$ cat src/rtl/mcs_scanner_cfg.svh
// constants for the memory checksum scanner: offsets, fields, resets, timing
`ifndef MCS_SCANNER_CFG_SVH
`define MCS_SCANNER_CFG_SVH

// register indices; byte address on the bus is four times the index
`define MCS_IDX_CONTROL_REG_A 2'h0
`define MCS_IDX_CONTROL_REG_B 2'h1
`define MCS_IDX_STATUS 2'h2

// control_reg_a fields
`define MCS_CONTROL_REG_A_ENABLE 0
`define MCS_CONTROL_REG_A_FATAL_IRQ_ENABLE 1
`define MCS_CONTROL_REG_A_SOFT_RESET 7

// control_reg_b field
`define MCS_CONTROL_REG_B_SEL_LSB 0
`define MCS_CONTROL_REG_B_SEL_MSB 1

// status fields
`define MCS_STAT_BUSY 0
`define MCS_STAT_PASS 1

// reset values
`define MCS_RST_CONTROL_REG_A 8'h00
`define MCS_RST_CONTROL_REG_B 8'h00
`define MCS_RST_STATUS 8'h02

// checksum engine
`define MCS_CRC_INIT 16'hffff
`define MCS_CRC_POLY 16'h1021

// timing, in main clock cycles
`define MCS_START_DELAY 3
`define MCS_FETCH_PERIOD 3
`define MCS_STARTUP_FETCH_PERIOD 1

// startup fuse field code that means no scan before the cpu starts
`define MCS_FUSE_NO_SCAN 2'h3

`endif

$ cat src/rtl/mcs_pkg.sv
// types shared by the memory checksum scanner modules
package mcs_pkg;

    typedef enum logic [1:0] {
        MCS_SEC_FLASH = 2'h0,
        MCS_SEC_LOADER_PLUS_APP = 2'h1,
        MCS_SEC_LOADER = 2'h2,
        MCS_SEC_RESERVED = 2'h3
    } mcs_section_t;

    typedef enum logic [1:0] {
        MCS_ST_IDLE,
        MCS_ST_START,
        MCS_ST_SCAN,
        MCS_ST_HOLD
    } mcs_state_t;

endpackage : mcs_pkg

$ cat src/rtl/mcs_crc_if.sv
// carrier between the scanner and its checksum engine
`timescale 1ns/10ps
`default_nettype none

interface mcs_crc_if;
    logic [15:0] crc_in;
    logic [15:0] word;
    logic [15:0] crc_out;
    modport user (output crc_in, output word, input crc_out);
    modport engine (input crc_in, input word, output crc_out);
endinterface : mcs_crc_if

`default_nettype wire

$ cat src/rtl/mcs_memory_checksum_scanner.sv
// memory checksum scanner: flash section checksum, startup check, fatal interrupt
`timescale 1ns/10ps
`default_nettype none
`include "mcs_scanner_cfg.svh"

module mcs_memory_checksum_scanner
    import mcs_pkg::*;
#(
    parameter int FA_W = 15,
    parameter logic [14:0] LAST_FLASH_ADDRESS = 15'h7fff,
    parameter int FETCH_PERIOD = `MCS_FETCH_PERIOD,
    parameter int STARTUP_FETCH_PERIOD = `MCS_STARTUP_FETCH_PERIOD
) (
    input wire logic i_clk, // main clock, 10 mhz
    input wire logic i_rst_b, // system reset, async, active low
    input wire logic i_wb_cyc, // wishbone cycle
    input wire logic i_wb_stb, // wishbone strobe
    input wire logic i_wb_we, // wishbone write
    input wire logic [3:0] i_wb_adr, // wishbone byte address
    input wire logic [3:0] i_wb_sel, // wishbone byte lanes
    input wire logic [31:0] i_wb_dat, // wishbone write data
    input wire logic i_wb_dbg, // current request comes from the debugger
    output logic [31:0] o_wb_dat, // wishbone read data
    output logic o_wb_ack, // wishbone acknowledge
    input wire logic i_dbg_mem_access, // debugger touching peripheral or memory
    input wire logic i_dbg_ireg_access, // debugger internal register access
    input wire logic i_dbg_connected, // debugger attached
    output logic [1:0] o_dbg_status, // synchronised {pass, busy} copy
    input wire logic i_cpu_sleep, // cpu in any sleep mode
    input wire logic [1:0] i_startup_scan_fuse_field, // startup scan section
    input wire logic [7:0] i_loader_end_fuse, // loader end, 256-byte units
    input wire logic [7:0] i_app_end_fuse, // application end, 256-byte units
    output logic o_flash_rd, // flash word read request
    output logic [FA_W-2:0] o_flash_addr, // flash word address
    input wire logic [15:0] i_flash_rdata, // word, valid cycle after request
    output logic o_cpu_stall, // scanner holds flash, cpu waits
    output logic o_cpu_run, // cpu may leave reset initialisation
    output logic o_irq_defer, // hold off interrupt handlers
    output logic o_fatal_irq // non-maskable interrupt request
);

    ////////////////////////////////////////////////////////////////////////////
    // pins and section decode

    logic [2:0] dbg_lvl;
    logic [2:0] dbg_prev_q;

    mcs_pin_sync #(.W(3)) u_dbg_sync (
        .i_clk(i_clk),
        .i_rst_b(i_rst_b),
        .i_pin({i_dbg_connected, i_dbg_ireg_access, i_dbg_mem_access}),
        .o_level(dbg_lvl)
    );

    always_ff @(posedge i_clk or negedge i_rst_b) begin
        if (!i_rst_b) begin
            dbg_prev_q <= 3'h0;
        end else begin
            dbg_prev_q <= dbg_lvl;
        end
    end

    logic dbg_take;
    logic dbg_give;
    assign dbg_take = dbg_lvl[0] & ~dbg_prev_q[0];
    // internal register access or disconnect hands the flash back
    assign dbg_give = (dbg_lvl[1] & ~dbg_prev_q[1]) | (~dbg_lvl[2] & dbg_prev_q[2]);

    function automatic logic [FA_W-1:0] last_byte(input logic [1:0] sel);
        logic [15:0] end_addr;
        end_addr = 16'hffff;
        unique case (sel)
            MCS_SEC_LOADER_PLUS_APP: end_addr = {i_app_end_fuse - 8'h01, 8'hff};
            MCS_SEC_LOADER: end_addr = {i_loader_end_fuse - 8'h01, 8'hff};
            default: end_addr = 16'(LAST_FLASH_ADDRESS);
        endcase
        return end_addr[FA_W-1:0];
    endfunction : last_byte

    ////////////////////////////////////////////////////////////////////////////
    // register bus

    logic req;
    logic wr;
    logic [1:0] idx;
    logic mapped;
    logic wr_ok;
    logic wr_a;
    logic wr_b;
    logic wr_s;
    logic [7:0] wd;

    logic enable_q;
    logic fatal_irq_enable_q;
    logic [1:0] scan_section_select_q;
    logic pass_q;
    logic fatal_irq_q;
    logic soft_rst_q;
    logic busy;
    logic pass_rd;
    mcs_state_t state_q;

    assign req = i_wb_cyc & i_wb_stb & ~o_wb_ack;
    assign wr = req & i_wb_we & i_wb_sel[0];
    assign idx = i_wb_adr[3:2];
    assign mapped = idx != 2'h3;
    assign wd = i_wb_dat[7:0];
    // once the fatal interrupt fired every register write is ignored
    assign wr_ok = wr & ~fatal_irq_q;
    assign wr_a = wr_ok & (idx == `MCS_IDX_CONTROL_REG_A);
    assign wr_b = wr_ok & (idx == `MCS_IDX_CONTROL_REG_B);
    assign wr_s = wr_ok & (idx == `MCS_IDX_STATUS) & i_wb_dbg;
    assign busy = state_q != MCS_ST_IDLE;
    assign pass_rd = pass_q & ~busy;

    always_ff @(posedge i_clk or negedge i_rst_b) begin
        if (!i_rst_b) begin
            o_wb_ack <= 1'b0;
            o_wb_dat <= 32'h0;
        end else begin
            o_wb_ack <= req;
            o_wb_dat <= 32'h0;
            if (req && !i_wb_we && mapped) begin
                unique case (idx)
                    `MCS_IDX_CONTROL_REG_A: begin
                        o_wb_dat[`MCS_CONTROL_REG_A_ENABLE] <= enable_q;
                        o_wb_dat[`MCS_CONTROL_REG_A_FATAL_IRQ_ENABLE] <= fatal_irq_enable_q;
                    end
                    `MCS_IDX_CONTROL_REG_B: begin
                        o_wb_dat[`MCS_CONTROL_REG_B_SEL_MSB:`MCS_CONTROL_REG_B_SEL_LSB] <= scan_section_select_q;
                    end
                    default: begin
                        o_wb_dat[`MCS_STAT_BUSY] <= busy;
                        o_wb_dat[`MCS_STAT_PASS] <= pass_rd;
                    end
                endcase
            end
        end
    end

    ////////////////////////////////////////////////////////////////////////////
    // start requests

    logic boot_pend_q;
    logic boot_scan_q;
    logic boot_go;
    logic sw_go;
    logic dbg_start_q;
    logic dbg_go;
    logic dbg_cancel;
    logic block_q;
    logic go;
    logic soft_rst_req;

    // strap caught on the first edge after release, not under reset
    assign boot_go = boot_pend_q & (i_startup_scan_fuse_field != `MCS_FUSE_NO_SCAN);
    assign sw_go = wr_a & wd[`MCS_CONTROL_REG_A_ENABLE];
    assign dbg_cancel = wr_s & ~wd[`MCS_STAT_BUSY];
    assign dbg_go = dbg_start_q & ~block_q & ~busy;
    assign go = boot_go | sw_go | dbg_go;
    // with fatal enable set the soft reset cannot abort a running check
    assign soft_rst_req = wr_a & wd[`MCS_CONTROL_REG_A_SOFT_RESET] & ~(fatal_irq_enable_q & busy);

    always_ff @(posedge i_clk or negedge i_rst_b) begin
        if (!i_rst_b) begin
            boot_pend_q <= 1'b1;
            boot_scan_q <= 1'b0;
        end else begin
            boot_pend_q <= 1'b0;
            if (boot_go) begin
                boot_scan_q <= 1'b1;
            end else if (!busy) begin
                boot_scan_q <= 1'b0;
            end
        end
    end

    always_ff @(posedge i_clk or negedge i_rst_b) begin
        if (!i_rst_b) begin
            dbg_start_q <= 1'b0;
        end else if (wr_s && wd[`MCS_STAT_BUSY]) begin
            dbg_start_q <= 1'b1;
        end else if (dbg_go || dbg_cancel) begin
            dbg_start_q <= 1'b0;
        end
    end

    always_ff @(posedge i_clk or negedge i_rst_b) begin
        if (!i_rst_b) begin
            block_q <= 1'b0;
        end else if (dbg_take) begin
            block_q <= 1'b1;
        end else if (dbg_give) begin
            block_q <= 1'b0;
        end
    end

    always_ff @(posedge i_clk or negedge i_rst_b) begin
        if (!i_rst_b) begin
            soft_rst_q <= 1'b0;
        end else begin
            soft_rst_q <= soft_rst_req;
        end
    end

    ////////////////////////////////////////////////////////////////////////////
    // control registers

    always_ff @(posedge i_clk or negedge i_rst_b) begin
        if (!i_rst_b) begin
            enable_q <= 1'(`MCS_RST_CONTROL_REG_A >> `MCS_CONTROL_REG_A_ENABLE);
        end else if (soft_rst_q) begin
            enable_q <= 1'b0;
        end else if (boot_go) begin
            enable_q <= 1'b1;
        end else if (wr_a) begin
            // clearing only stops after the running check ends
            enable_q <= wd[`MCS_CONTROL_REG_A_ENABLE];
        end
    end

    always_ff @(posedge i_clk or negedge i_rst_b) begin
        if (!i_rst_b) begin
            fatal_irq_enable_q <= 1'b0;
        end else if (wr_a && wd[`MCS_CONTROL_REG_A_FATAL_IRQ_ENABLE] && !busy) begin
            fatal_irq_enable_q <= 1'b1;
        end
    end

    always_ff @(posedge i_clk or negedge i_rst_b) begin
        if (!i_rst_b) begin
            scan_section_select_q <= 2'(`MCS_RST_CONTROL_REG_B);
        end else if (soft_rst_q) begin
            scan_section_select_q <= 2'(`MCS_RST_CONTROL_REG_B);
        end else if (boot_go) begin
            scan_section_select_q <= i_startup_scan_fuse_field;
        end else if (wr_b && !busy) begin
            scan_section_select_q <= wd[`MCS_CONTROL_REG_B_SEL_MSB:`MCS_CONTROL_REG_B_SEL_LSB];
        end
    end

    ////////////////////////////////////////////////////////////////////////////
    // scan sequencer

    logic [1:0] dly_q;
    logic [3:0] pace_q;
    logic [FA_W-2:0] word_q;
    logic [FA_W-2:0] last_word_q;
    logic issued_all_q;
    logic rd_last_q;
    logic vld_q;
    logic vld_last_q;
    logic [15:0] crc_q;
    logic done;
    logic match;
    logic [3:0] period;
    logic [15:0] stored;
    logic [FA_W-1:0] last_sel;

    mcs_crc_if crc_bus ();
    mcs_crc16 u_crc (
        .bus(crc_bus.engine)
    );

    assign crc_bus.crc_in = crc_q;
    assign crc_bus.word = i_flash_rdata;
    // high checksum byte is the even address, so it is the low half
    assign stored = {i_flash_rdata[7:0], i_flash_rdata[15:8]};
    assign match = crc_q == stored;
    assign done = (state_q == MCS_ST_SCAN) && vld_q && vld_last_q;
    assign period = boot_scan_q ? 4'(STARTUP_FETCH_PERIOD) : 4'(FETCH_PERIOD);
    assign last_sel = last_byte(boot_go ? i_startup_scan_fuse_field : scan_section_select_q);

    always_ff @(posedge i_clk or negedge i_rst_b) begin
        if (!i_rst_b) begin
            state_q <= MCS_ST_IDLE;
            dly_q <= 2'h0;
            pace_q <= 4'h0;
            word_q <= '0;
            last_word_q <= '0;
            issued_all_q <= 1'b0;
            o_flash_rd <= 1'b0;
            o_flash_addr <= '0;
            rd_last_q <= 1'b0;
            vld_q <= 1'b0;
            vld_last_q <= 1'b0;
            crc_q <= `MCS_CRC_INIT;
        end else begin
            o_flash_rd <= 1'b0;
            vld_q <= o_flash_rd;
            vld_last_q <= rd_last_q;
            if (soft_rst_q || dbg_cancel) begin
                state_q <= MCS_ST_IDLE;
                vld_q <= 1'b0;
            end else if (go) begin
                state_q <= MCS_ST_START;
                dly_q <= 2'h0;
                vld_q <= 1'b0;
                last_word_q <= last_sel[FA_W-1:1];
            end else begin
                unique case (state_q)
                    MCS_ST_IDLE: begin
                    end
                    MCS_ST_START: begin
                        if (block_q) begin
                            state_q <= MCS_ST_HOLD;
                        end else if (!i_cpu_sleep) begin
                            dly_q <= dly_q + 2'h1;
                            if (dly_q == 2'(`MCS_START_DELAY - 1)) begin
                                state_q <= MCS_ST_SCAN;
                                crc_q <= `MCS_CRC_INIT;
                                word_q <= '0;
                                pace_q <= 4'h0;
                                issued_all_q <= 1'b0;
                            end
                        end
                    end
                    MCS_ST_SCAN: begin
                        if (block_q) begin
                            state_q <= MCS_ST_HOLD;
                            vld_q <= 1'b0;
                        end else begin
                            if (!i_cpu_sleep) begin
                                pace_q <= (pace_q == period - 4'h1) ? 4'h0 : pace_q + 4'h1;
                                if (pace_q == 4'h0 && !issued_all_q) begin
                                    o_flash_rd <= 1'b1;
                                    o_flash_addr <= word_q;
                                    rd_last_q <= word_q == last_word_q;
                                    issued_all_q <= word_q == last_word_q;
                                    word_q <= word_q + 1'b1;
                                end
                            end
                            if (vld_q && !vld_last_q) begin
                                crc_q <= crc_bus.crc_out;
                            end
                            if (done) begin
                                state_q <= MCS_ST_IDLE;
                            end
                        end
                    end
                    MCS_ST_HOLD: begin
                        // the interrupted check starts over from byte zero
                        if (!block_q) begin
                            state_q <= MCS_ST_START;
                            dly_q <= 2'h0;
                        end
                    end
                endcase
            end
        end
    end

    ////////////////////////////////////////////////////////////////////////////
    // status, fatal interrupt and cpu control

    logic pass_clear;
    assign pass_clear = (done && !match) || (wr_s && !wd[`MCS_STAT_PASS]);

    always_ff @(posedge i_clk or negedge i_rst_b) begin
        if (!i_rst_b) begin
            pass_q <= 1'(`MCS_RST_STATUS >> `MCS_STAT_PASS);
        end else if (done) begin
            // completion outranks a write landing in the same cycle
            pass_q <= match;
        end else if (go) begin
            pass_q <= 1'b0;
        end else if (soft_rst_q) begin
            pass_q <= 1'b1;
        end else if (wr_s) begin
            pass_q <= wd[`MCS_STAT_PASS];
        end
    end

    always_ff @(posedge i_clk or negedge i_rst_b) begin
        if (!i_rst_b) begin
            o_fatal_irq <= 1'b0;
        end else if (pass_clear && fatal_irq_enable_q) begin
            o_fatal_irq <= 1'b1;
        end
    end
    assign fatal_irq_q = o_fatal_irq;

    always_ff @(posedge i_clk or negedge i_rst_b) begin
        if (!i_rst_b) begin
            o_cpu_run <= 1'b0;
        end else if (boot_pend_q && !boot_go) begin
            o_cpu_run <= 1'b1;
        end else if (done && boot_scan_q && match) begin
            o_cpu_run <= 1'b1;
        end
    end

    always_ff @(posedge i_clk or negedge i_rst_b) begin
        if (!i_rst_b) begin
            o_dbg_status <= 2'h0;
        end else begin
            o_dbg_status <= {pass_rd, busy};
        end
    end

    assign o_cpu_stall = state_q == MCS_ST_SCAN;
    assign o_irq_defer = busy;

endmodule : mcs_memory_checksum_scanner

`default_nettype wire

$ cat src/rtl/mcs_crc16.sv
// checksum engine: one flash word, low byte then high byte, msb first
`timescale 1ns/10ps
`default_nettype none
`include "mcs_scanner_cfg.svh"

module mcs_crc16 (
    mcs_crc_if.engine bus // running value, word in, updated value out
);

    function automatic logic [15:0] mcs_crc_byte(input logic [15:0] c, input logic [7:0] b);
        logic [15:0] r;
        r = c;
        for (int i = 7; i >= 0; i--) begin
            if (r[15] ^ b[i]) begin
                r = {r[14:0], 1'b0} ^ `MCS_CRC_POLY;
            end else begin
                r = {r[14:0], 1'b0};
            end
        end
        return r;
    endfunction : mcs_crc_byte

    // the even byte address sits in the low half of a word
    assign bus.crc_out = mcs_crc_byte(mcs_crc_byte(bus.crc_in, bus.word[7:0]), bus.word[15:8]);

endmodule : mcs_crc16

`default_nettype wire

$ cat src/rtl/mcs_pin_sync.sv
// three-stage pin synchroniser; a change counts once stages two and three agree
`timescale 1ns/10ps
`default_nettype none

module mcs_pin_sync #(
    parameter int W = 1
) (
    input wire logic i_clk, // main clock
    input wire logic i_rst_b, // async reset, active low
    input wire logic [W-1:0] i_pin, // asynchronous pins
    output var logic [W-1:0] o_level // filtered level
);

    logic [W-1:0] s1_q;
    logic [W-1:0] s2_q;
    logic [W-1:0] s3_q;

    always_ff @(posedge i_clk or negedge i_rst_b) begin
        if (!i_rst_b) begin
            s1_q <= '0;
            s2_q <= '0;
            s3_q <= '0;
        end else begin
            s1_q <= i_pin;
            s2_q <= s1_q;
            s3_q <= s2_q;
        end
    end

    always_ff @(posedge i_clk or negedge i_rst_b) begin
        if (!i_rst_b) begin
            o_level <= '0;
        end else begin
            o_level <= (~(s2_q ^ s3_q) & s3_q) | ((s2_q ^ s3_q) & o_level);
        end
    end

endmodule : mcs_pin_sync

`default_nettype wire

$ cat config.mk
export PLATFORM = sky130hd
export DESIGN_NAME = mcs_memory_checksum_scanner
export DESIGN_NICKNAME = d
export VERILOG_FILES = /design/src/rtl/mcs_pkg.sv /design/src/rtl/mcs_crc_if.sv /design/src/rtl/mcs_memory_checksum_scanner.sv /design/src/rtl/mcs_crc16.sv /design/src/rtl/mcs_pin_sync.sv
export VERILOG_INCLUDE_DIRS = /design/src /design/src/rtl
export SDC_FILE = /design/constraint.sdc
export NUM_CORES = 1
export LEC_CHECK = 0
export BUFFER_PORTS_ARGS = -buffer_cell sky130_fd_sc_hd__buf_4
export CAP_MARGIN = 40
export CORE_MARGIN = 1.5
export CORE_UTILIZATION = 30
export CTS_BUF_LIST = sky130_fd_sc_hd__clkbuf_4 sky130_fd_sc_hd__clkbuf_8 sky130_fd_sc_hd__clkbuf_16
export CTS_CLUSTER_DIAMETER = 30
export DETAILED_ROUTE_END_ITERATION = 7
export GPL_TIMING_DRIVEN = 0
export PLACE_DENSITY = 0.59
export SLEW_MARGIN = 30
export SYNTH_ARGS = -nofsm -noshare
export SYNTH_HDL_FRONTEND = slang
export SYNTH_SLANG_ARGS = --single-unit
export TNS_END_PERCENT = 100
$ cat constraint.sdc
create_clock -name i_clk -period 3.9 [get_ports i_clk]
set_clock_uncertainty 0.1 [all_clocks]
set_input_delay 0 -clock i_clk [delete_from_list [all_inputs] [get_ports i_clk]]
set_output_delay 0 -clock i_clk [all_outputs]
set_load 0.02 [all_outputs]
Word-level counts from Yosys, hierarchy flattened. Cells that the tools add are included.

RAM bits: 0. Output and inout port bits: 54. Register bits: 103. Memories: 0. Bits in latches: 0. ROM bits: 0. Word-level logic and storage cells: 273.

Equal/unequal tests: 28. Shift-type cells: 0. Divide/modulo/power cells: 0. Muxes and demuxes: 90. Reduce and logical (&&, ||, !) cells: 45. Add/subtract/negate cells: 6. Bitwise gates (word level): 73. Multiply operators: 0. $lt $le $gt $ge: 0.

Operator list (number): two-way mux 13 bit (16); two-way mux 14 bit (6); two-way mux 16 bit (5); NOT 3 bit (17); two-way mux 2 bit (18); case mux 16 bit (2 select lines) (1); two-way mux 1 bit (31); case mux 15 bit (2 select lines) (1); case mux 14 bit (2 select lines) (1); two-way mux 4 bit (6); AND 1 bit (21); == test 16 bit (1); logical AND 1 bit (16); AND reduction 8 bit (2); bitwise XOR 1 bit (16); adder 14 x 1 -> 14 bit, second input constant (1); == test 14 bit (1); inequality test 2 bit, second input constant (7); subtractor 7 x 1 -> 7 bit, second input constant (2); NOT 1 bit (12); == test 2 bit, second input constant (5); inequality test 5 bit, second input constant (2); AND reduction 5 bit (2); nonzero test 2 bit (5); other kinds (27) (47).

Logic depth before layout (Yosys ltp).
Depth in word-level cells: 35. Depth in mapped cells: 13.

By module. Synthesis repeated with hierarchy kept, for this count alone.

Cells, all modules: 542. Area, all modules: 5667.9 µm².

Modules (own cells, without submodules): mcs_memory_checksum_scanner (sequential area each 2149.6 µm², area an instance 4774.6 µm², times used 1, cells an instance 477); mcs_crc16 (sequential area each 0.0 µm², area an instance 559.3 µm², times used 1, cells an instance 50); mcs_pin_sync (sequential area each 300.3 µm², area an instance 334.1 µm², times used 1, cells an instance 15).

Worst setup path after synthesis. Ideal clock, no wire load.

Path type: reg-to-reg. From: register boot_pend_q. To: register last_word_q[13]. Cell stages (with the launch flop): 12. Arrival: 2787 ps. Buffers on the path: 1. Setup time: 83 ps. Path slack: 931 ps. Data required time: 3717 ps. Cell sequence: dfstp_2 a21boi_1 mux2i_1 ha_1 clkbuf_1 mux2i_1 ha_1 nand3_1 nor3b_1 xnor2_1 nor2_1 o21ai_0.

Word-level cells in the longest chain between the ends: 4.

RTL lines: start, declared (RTL line mcs_memory_checksum_scanner.sv:144) `logic boot_pend_q;`; start signal, assigned (RTL line mcs_memory_checksum_scanner.sv:166) `boot_pend_q <= 1'b1;`; start signal, assigned (RTL line mcs_memory_checksum_scanner.sv:169) `boot_pend_q <= 1'b0;`; AND 1 bit * (RTL line mcs_memory_checksum_scanner.sv:156) `` assign boot_go = boot_pend_q & (i_startup_scan_fuse_field != `MCS_FUSE_NO_SCAN); ``; two-way mux 2 bit / bitwise OR 1 bit (equally long branches) (RTL line mcs_memory_checksum_scanner.sv:272, mcs_memory_checksum_scanner.sv:160); == test 2 bit (tied with other cells) (RTL line mcs_memory_checksum_scanner.sv:72) `unique case (sel)`; case mux 15 bit (2 select lines) / AND reduction 2 bit (equally long branches); end signal, assigned (RTL line mcs_memory_checksum_scanner.sv:299) `last_word_q <= last_sel[FA_W-1:1];`; end, declared (RTL line mcs_memory_checksum_scanner.sv:248) `logic [FA_W-2:0] last_word_q;`.

Mark *: on every way between the ends. The rest lies on a longest branch, timed or not. A chain may end at the register's enable or synchronous reset.

Worst setup path after layout. Ends and elaborated chain as after synthesis.

==> flow_metrics.env <==
export IMPL_timing_rr_start="boot_pend_q$_DFF_PN1_"
export IMPL_track_usage_pct=13.6
export IMPL_grt_max_degree=55
export IMPL_yosysMostFrequentCell="dfrtp_1"
export IMPL_vias=4052
export IMPL_timing_setup_tns_ns=0
export IMPL_p_leak_nw=3.20
export IMPL_gp_congestion=0.832
export IMPL_worstPathCellList="a21boi_1 > mux2i_1 > ha_1 > clkbuf_1 > mux2i_1 > ha_1 > nand3_1 > nor3b_1 > xnor2_1 > nor2_1 > o21ai_0"
export IMPL_status="complete, no violations"
export IMPL_remaining_drc_errors=0
export IMPL_hp_class="input port to flip-flop"
export IMPL_synthCells=517
export IMPL_intPower_w=0.00254
export IMPL_critPathArrivalTime_ns=3.79
export IMPL_cp_num_buf_inv=1
export IMPL_clock_fmax_mhz=276
export IMPL_wl_um=12300
export IMPL_core_area_mm2=0.0174
export IMPL_synthTopCellsByCount="79 x dfrtp_1, 41 x xnor2_1, 39 x nand2_1"
export IMPL_clk_pin_slew_ns=0.07
export IMPL_ir_worst_vdd_mv=0.309
export IMPL_die_w_um=137
export IMPL_reg2reg_depth=11
export IMPL_routed_via_density=4.63
export IMPL_synth_edf_count=0
export IMPL_rows=48
export IMPL_yosysWarnings=0
export IMPL_cts_tree="done"
export IMPL_dpl_hpwl_um=9200
export IMPL_fin_crit_ns=3.63
export IMPL_finalWorstSetupSlack_ns=0.275
export IMPL_slowest_delay_ns=0.56
export IMPL_pwr_share_comb_pct=39.2
export IMPL_slew_violations=0
export IMPL_nets=736
export IMPL_async_flop_share_pct=100
export IMPL_p_seq_share_pct=36.4
export IMPL_clock_latency_ns=0.35
export IMPL_top_level_ports=138
export IMPL_areaGrowthSynthToFinish_pct=26.8
export IMPL_r2r_end="last_word_q[13]$_DFFE_PN0P_"
export IMPL_grt_pass1_vias=3964
export IMPL_insertedDiodeCount=0
export IMPL_grt_overflow=0
export IMPL_cts_buffer_depth=2
export IMPL_dieArea_mm2=0.0187
export IMPL_pre_cts_slack_ns=0.246
export IMPL_netlist_top_cells_area="dfrtp_1 37%, dfstp_2 8.8%, xnor2_1 6.7%"
export IMPL_crit_required_ns=4.07
export IMPL_rrSetupSlack_ns=0.27
export IMPL_sw_frac_of_total_pct=34.7
export IMPL_setup_viol=0
export IMPL_avgRoutedWirePerCell_um=14.1
export IMPL_rsz0062_at_grt="no"
export IMPL_power_density_mw_per_mm2=573
export IMPL_die_y_um=137
export IMPL_antenna_found_initial=0
export IMPL_cap_violations=0
export IMPL_synth_distinct_cells=65
export IMPL_synthFlopType="dfrtp_1"
export IMPL_clockPowerShare_pct=24.4
export IMPL_avgSynthCellArea_um2=10.4
export IMPL_slew_headroom_pct=48.1
export IMPL_critPathCaptureType="flip-flop"
export IMPL_first_pass_iters=4
export IMPL_dr_first_iter_drc_count=233
export IMPL_io_buffer_count=70
export IMPL_synth_top_area_share_pct=36.9
export IMPL_path_max_fanout=7
export IMPL_min_period_over_period_pct=93.0
export IMPL_crit_family="multiplexers"
export IMPL_drive_above_1_share_pct=26.0
export IMPL_cp_depth=11
export IMPL_critical_path_slowest_cell="a21boi_1"
export IMPL_htree_levels=3
export IMPL_numCtsBuffers=9
export IMPL_worst_slew_pin_slew_ns=0.773
export IMPL_ant_nets=0
export IMPL_root_buffer="clkbuf_16"
export IMPL_grt_first_pass_wirelength_um=19800
export IMPL_crit_path_end="last_word_q[13]$_DFFE_PN0P_"
export IMPL_p_sw_w=0.00135
export IMPL_start_util_pct=30.9
export IMPL_netlist_area_mm2=0.00536
export IMPL_ys_ff_latch=97
export IMPL_start_kind="flip-flop"
export IMPL_cts_sinks=97
export IMPL_ys_seq_area_share_pct=45.7
export IMPL_hold_viol=0
export IMPL_cp_startpoint="boot_pend_q$_DFF_PN1_"
export IMPL_critPathKind="flip-flop to flip-flop"
export IMPL_yosysTopAreaCell="dfrtp_1"
export IMPL_cts_setup_buffers=0
[final cells by class]
| type | count | area [um2] |
|---|---|---|
| buffer | 49 | 327 |
| clock buffer | 9 | 225 |
| clock inverter | 6 | 90.1 |
| fill | 1726 | 10600 |
| inverter | 23 | 87.6 |
| multi-input combinational | 378 | 2610 |
| sequential | 97 | 2450 |
| tap | 225 | 282 |
| timing repair buffer | 88 | 727 |
[timing repair]
| action | in CTS | in global routing |
|---|---|---|
| resized for setup | 0 | 0 |
| hold endpoints to repair | 111 | 0 |
| hold buffers | 17 | 0 |
[logic make-up after synthesis]
kind of cell	synth area share, %
AO/OA/AOI/OAI	12.7
XOR/XNOR	12.5
adder cells (fa/ha/maj)	1.96
buffers and inverters	7.73
flip-flops	45.7
multiplexers	5.51
other	0.0700
AND/OR/NAND/NOR	13.9
[routing by layer]
metal	track usage, %	part of all wire, %	up-vias
li1	-	-	1997
met1	17.3	45	1935
met2	22.3	48	110
met3	4.00	5.4	10
met4	3.61	1.3	0
met5	0	0	-
[cell usage in the layout, fill, tap and decap left out, types with 18 or more instances in the layout]
master,n
nand2_1,39
o21ai_0,35
inv_1,22
nor2_1,32
buf_4,100
conb_1,31
dfrtp_1,79
xnor2_1,41
a21oi_1,22
dfstp_2,18
[tightest hold or removal path, stage by stage]
cell     delay [ns]
buf_4          0.08
mux2i_1        0.06
xnor2_1        0.12
nor2_1         0.07
o21ai_0        0.08
[state kept, by name, summed over array words and instances, names as in the netlist, 2 cells and up, named ones only]
| name | cells |
|---|---|
| pace_q | 4 |
| state_q | 2 |
| last_word_q | 8 |
| scan_section_select_q | 2 |
| dly_q | 2 |
| o_flash_addr | 14 |
| crc_bus.crc_in | 16 |
| word_q | 14 |
| u_dbg_sync.s2_q | 3 |
| o_dbg_status | 2 |
| o_wb_dat | 2 |
| dbg_prev_q | 3 |
| u_dbg_sync.s3_q | 3 |
| u_dbg_sync.s1_q | 3 |
[power by group through the flow]
stage	clock network [W]	registers [W]	logic, W
2_1_floorplan	0	0.00144	0.00111
3_3_place_gp	0	0.00142	0.00149
3_5_place_dp	0	0.00144	0.00151
4_1_cts	0.000985	0.00142	0.00154
5_1_grt	0.00103	0.00145	0.00168
6_report	0.000952	0.00142	0.00153
[per-stage QoR]
| step | hold slack (ns) | instance area [um2] | util, % | total power [W] | cells |
|---|---|---|---|---|---|
| 4_1_cts | 0.00288 | 6800 | 39.2 | 0.00394 | 875 |
| 2_1_floorplan | -0.396 | 5470 | - | 0.00255 | 547 |
| 6_report | 0.00735 | 6800 | 39.2 | 0.00390 | 875 |
| 5_1_grt | 0.0596 | 6800 | 39.2 | 0.00416 | 875 |
| 3_3_place_gp | 0.0138 | 6280 | 36.2 | 0.00291 | 842 |
| 3_5_place_dp | -0.146 | 6310 | 36.4 | 0.00294 | 843 |
[how the worst min path moves through the flow]
| stage | from | end | slack, ns | cells after the start |
|---|---|---|---|---|
| final | i_app_end_fuse[6] | last_word_q[13]$_DFFE_PN0P_ | 0.007 | 5 |
| after global routing | i_flash_rdata[11] | pass_q$_DFFE_PN1P_ | 0.06 | 6 |
| after CTS | i_wb_adr[2] | o_wb_dat[0]$_DFF_PN0_ | 0.003 | 3 |
| after detailed placement | i_rst_b | o_dbg_status[0]$_DFF_PN0_ | -0.15 | 1 |
| after global placement | i_dbg_mem_access | u_dbg_sync.s1_q[0]$_DFF_PN0_ | 0.01 | 1 |
| after floorplan | i_rst_b | asynchronous set/reset pin | -0.40 | 0 |
Power figures use the tool's default switching activity.
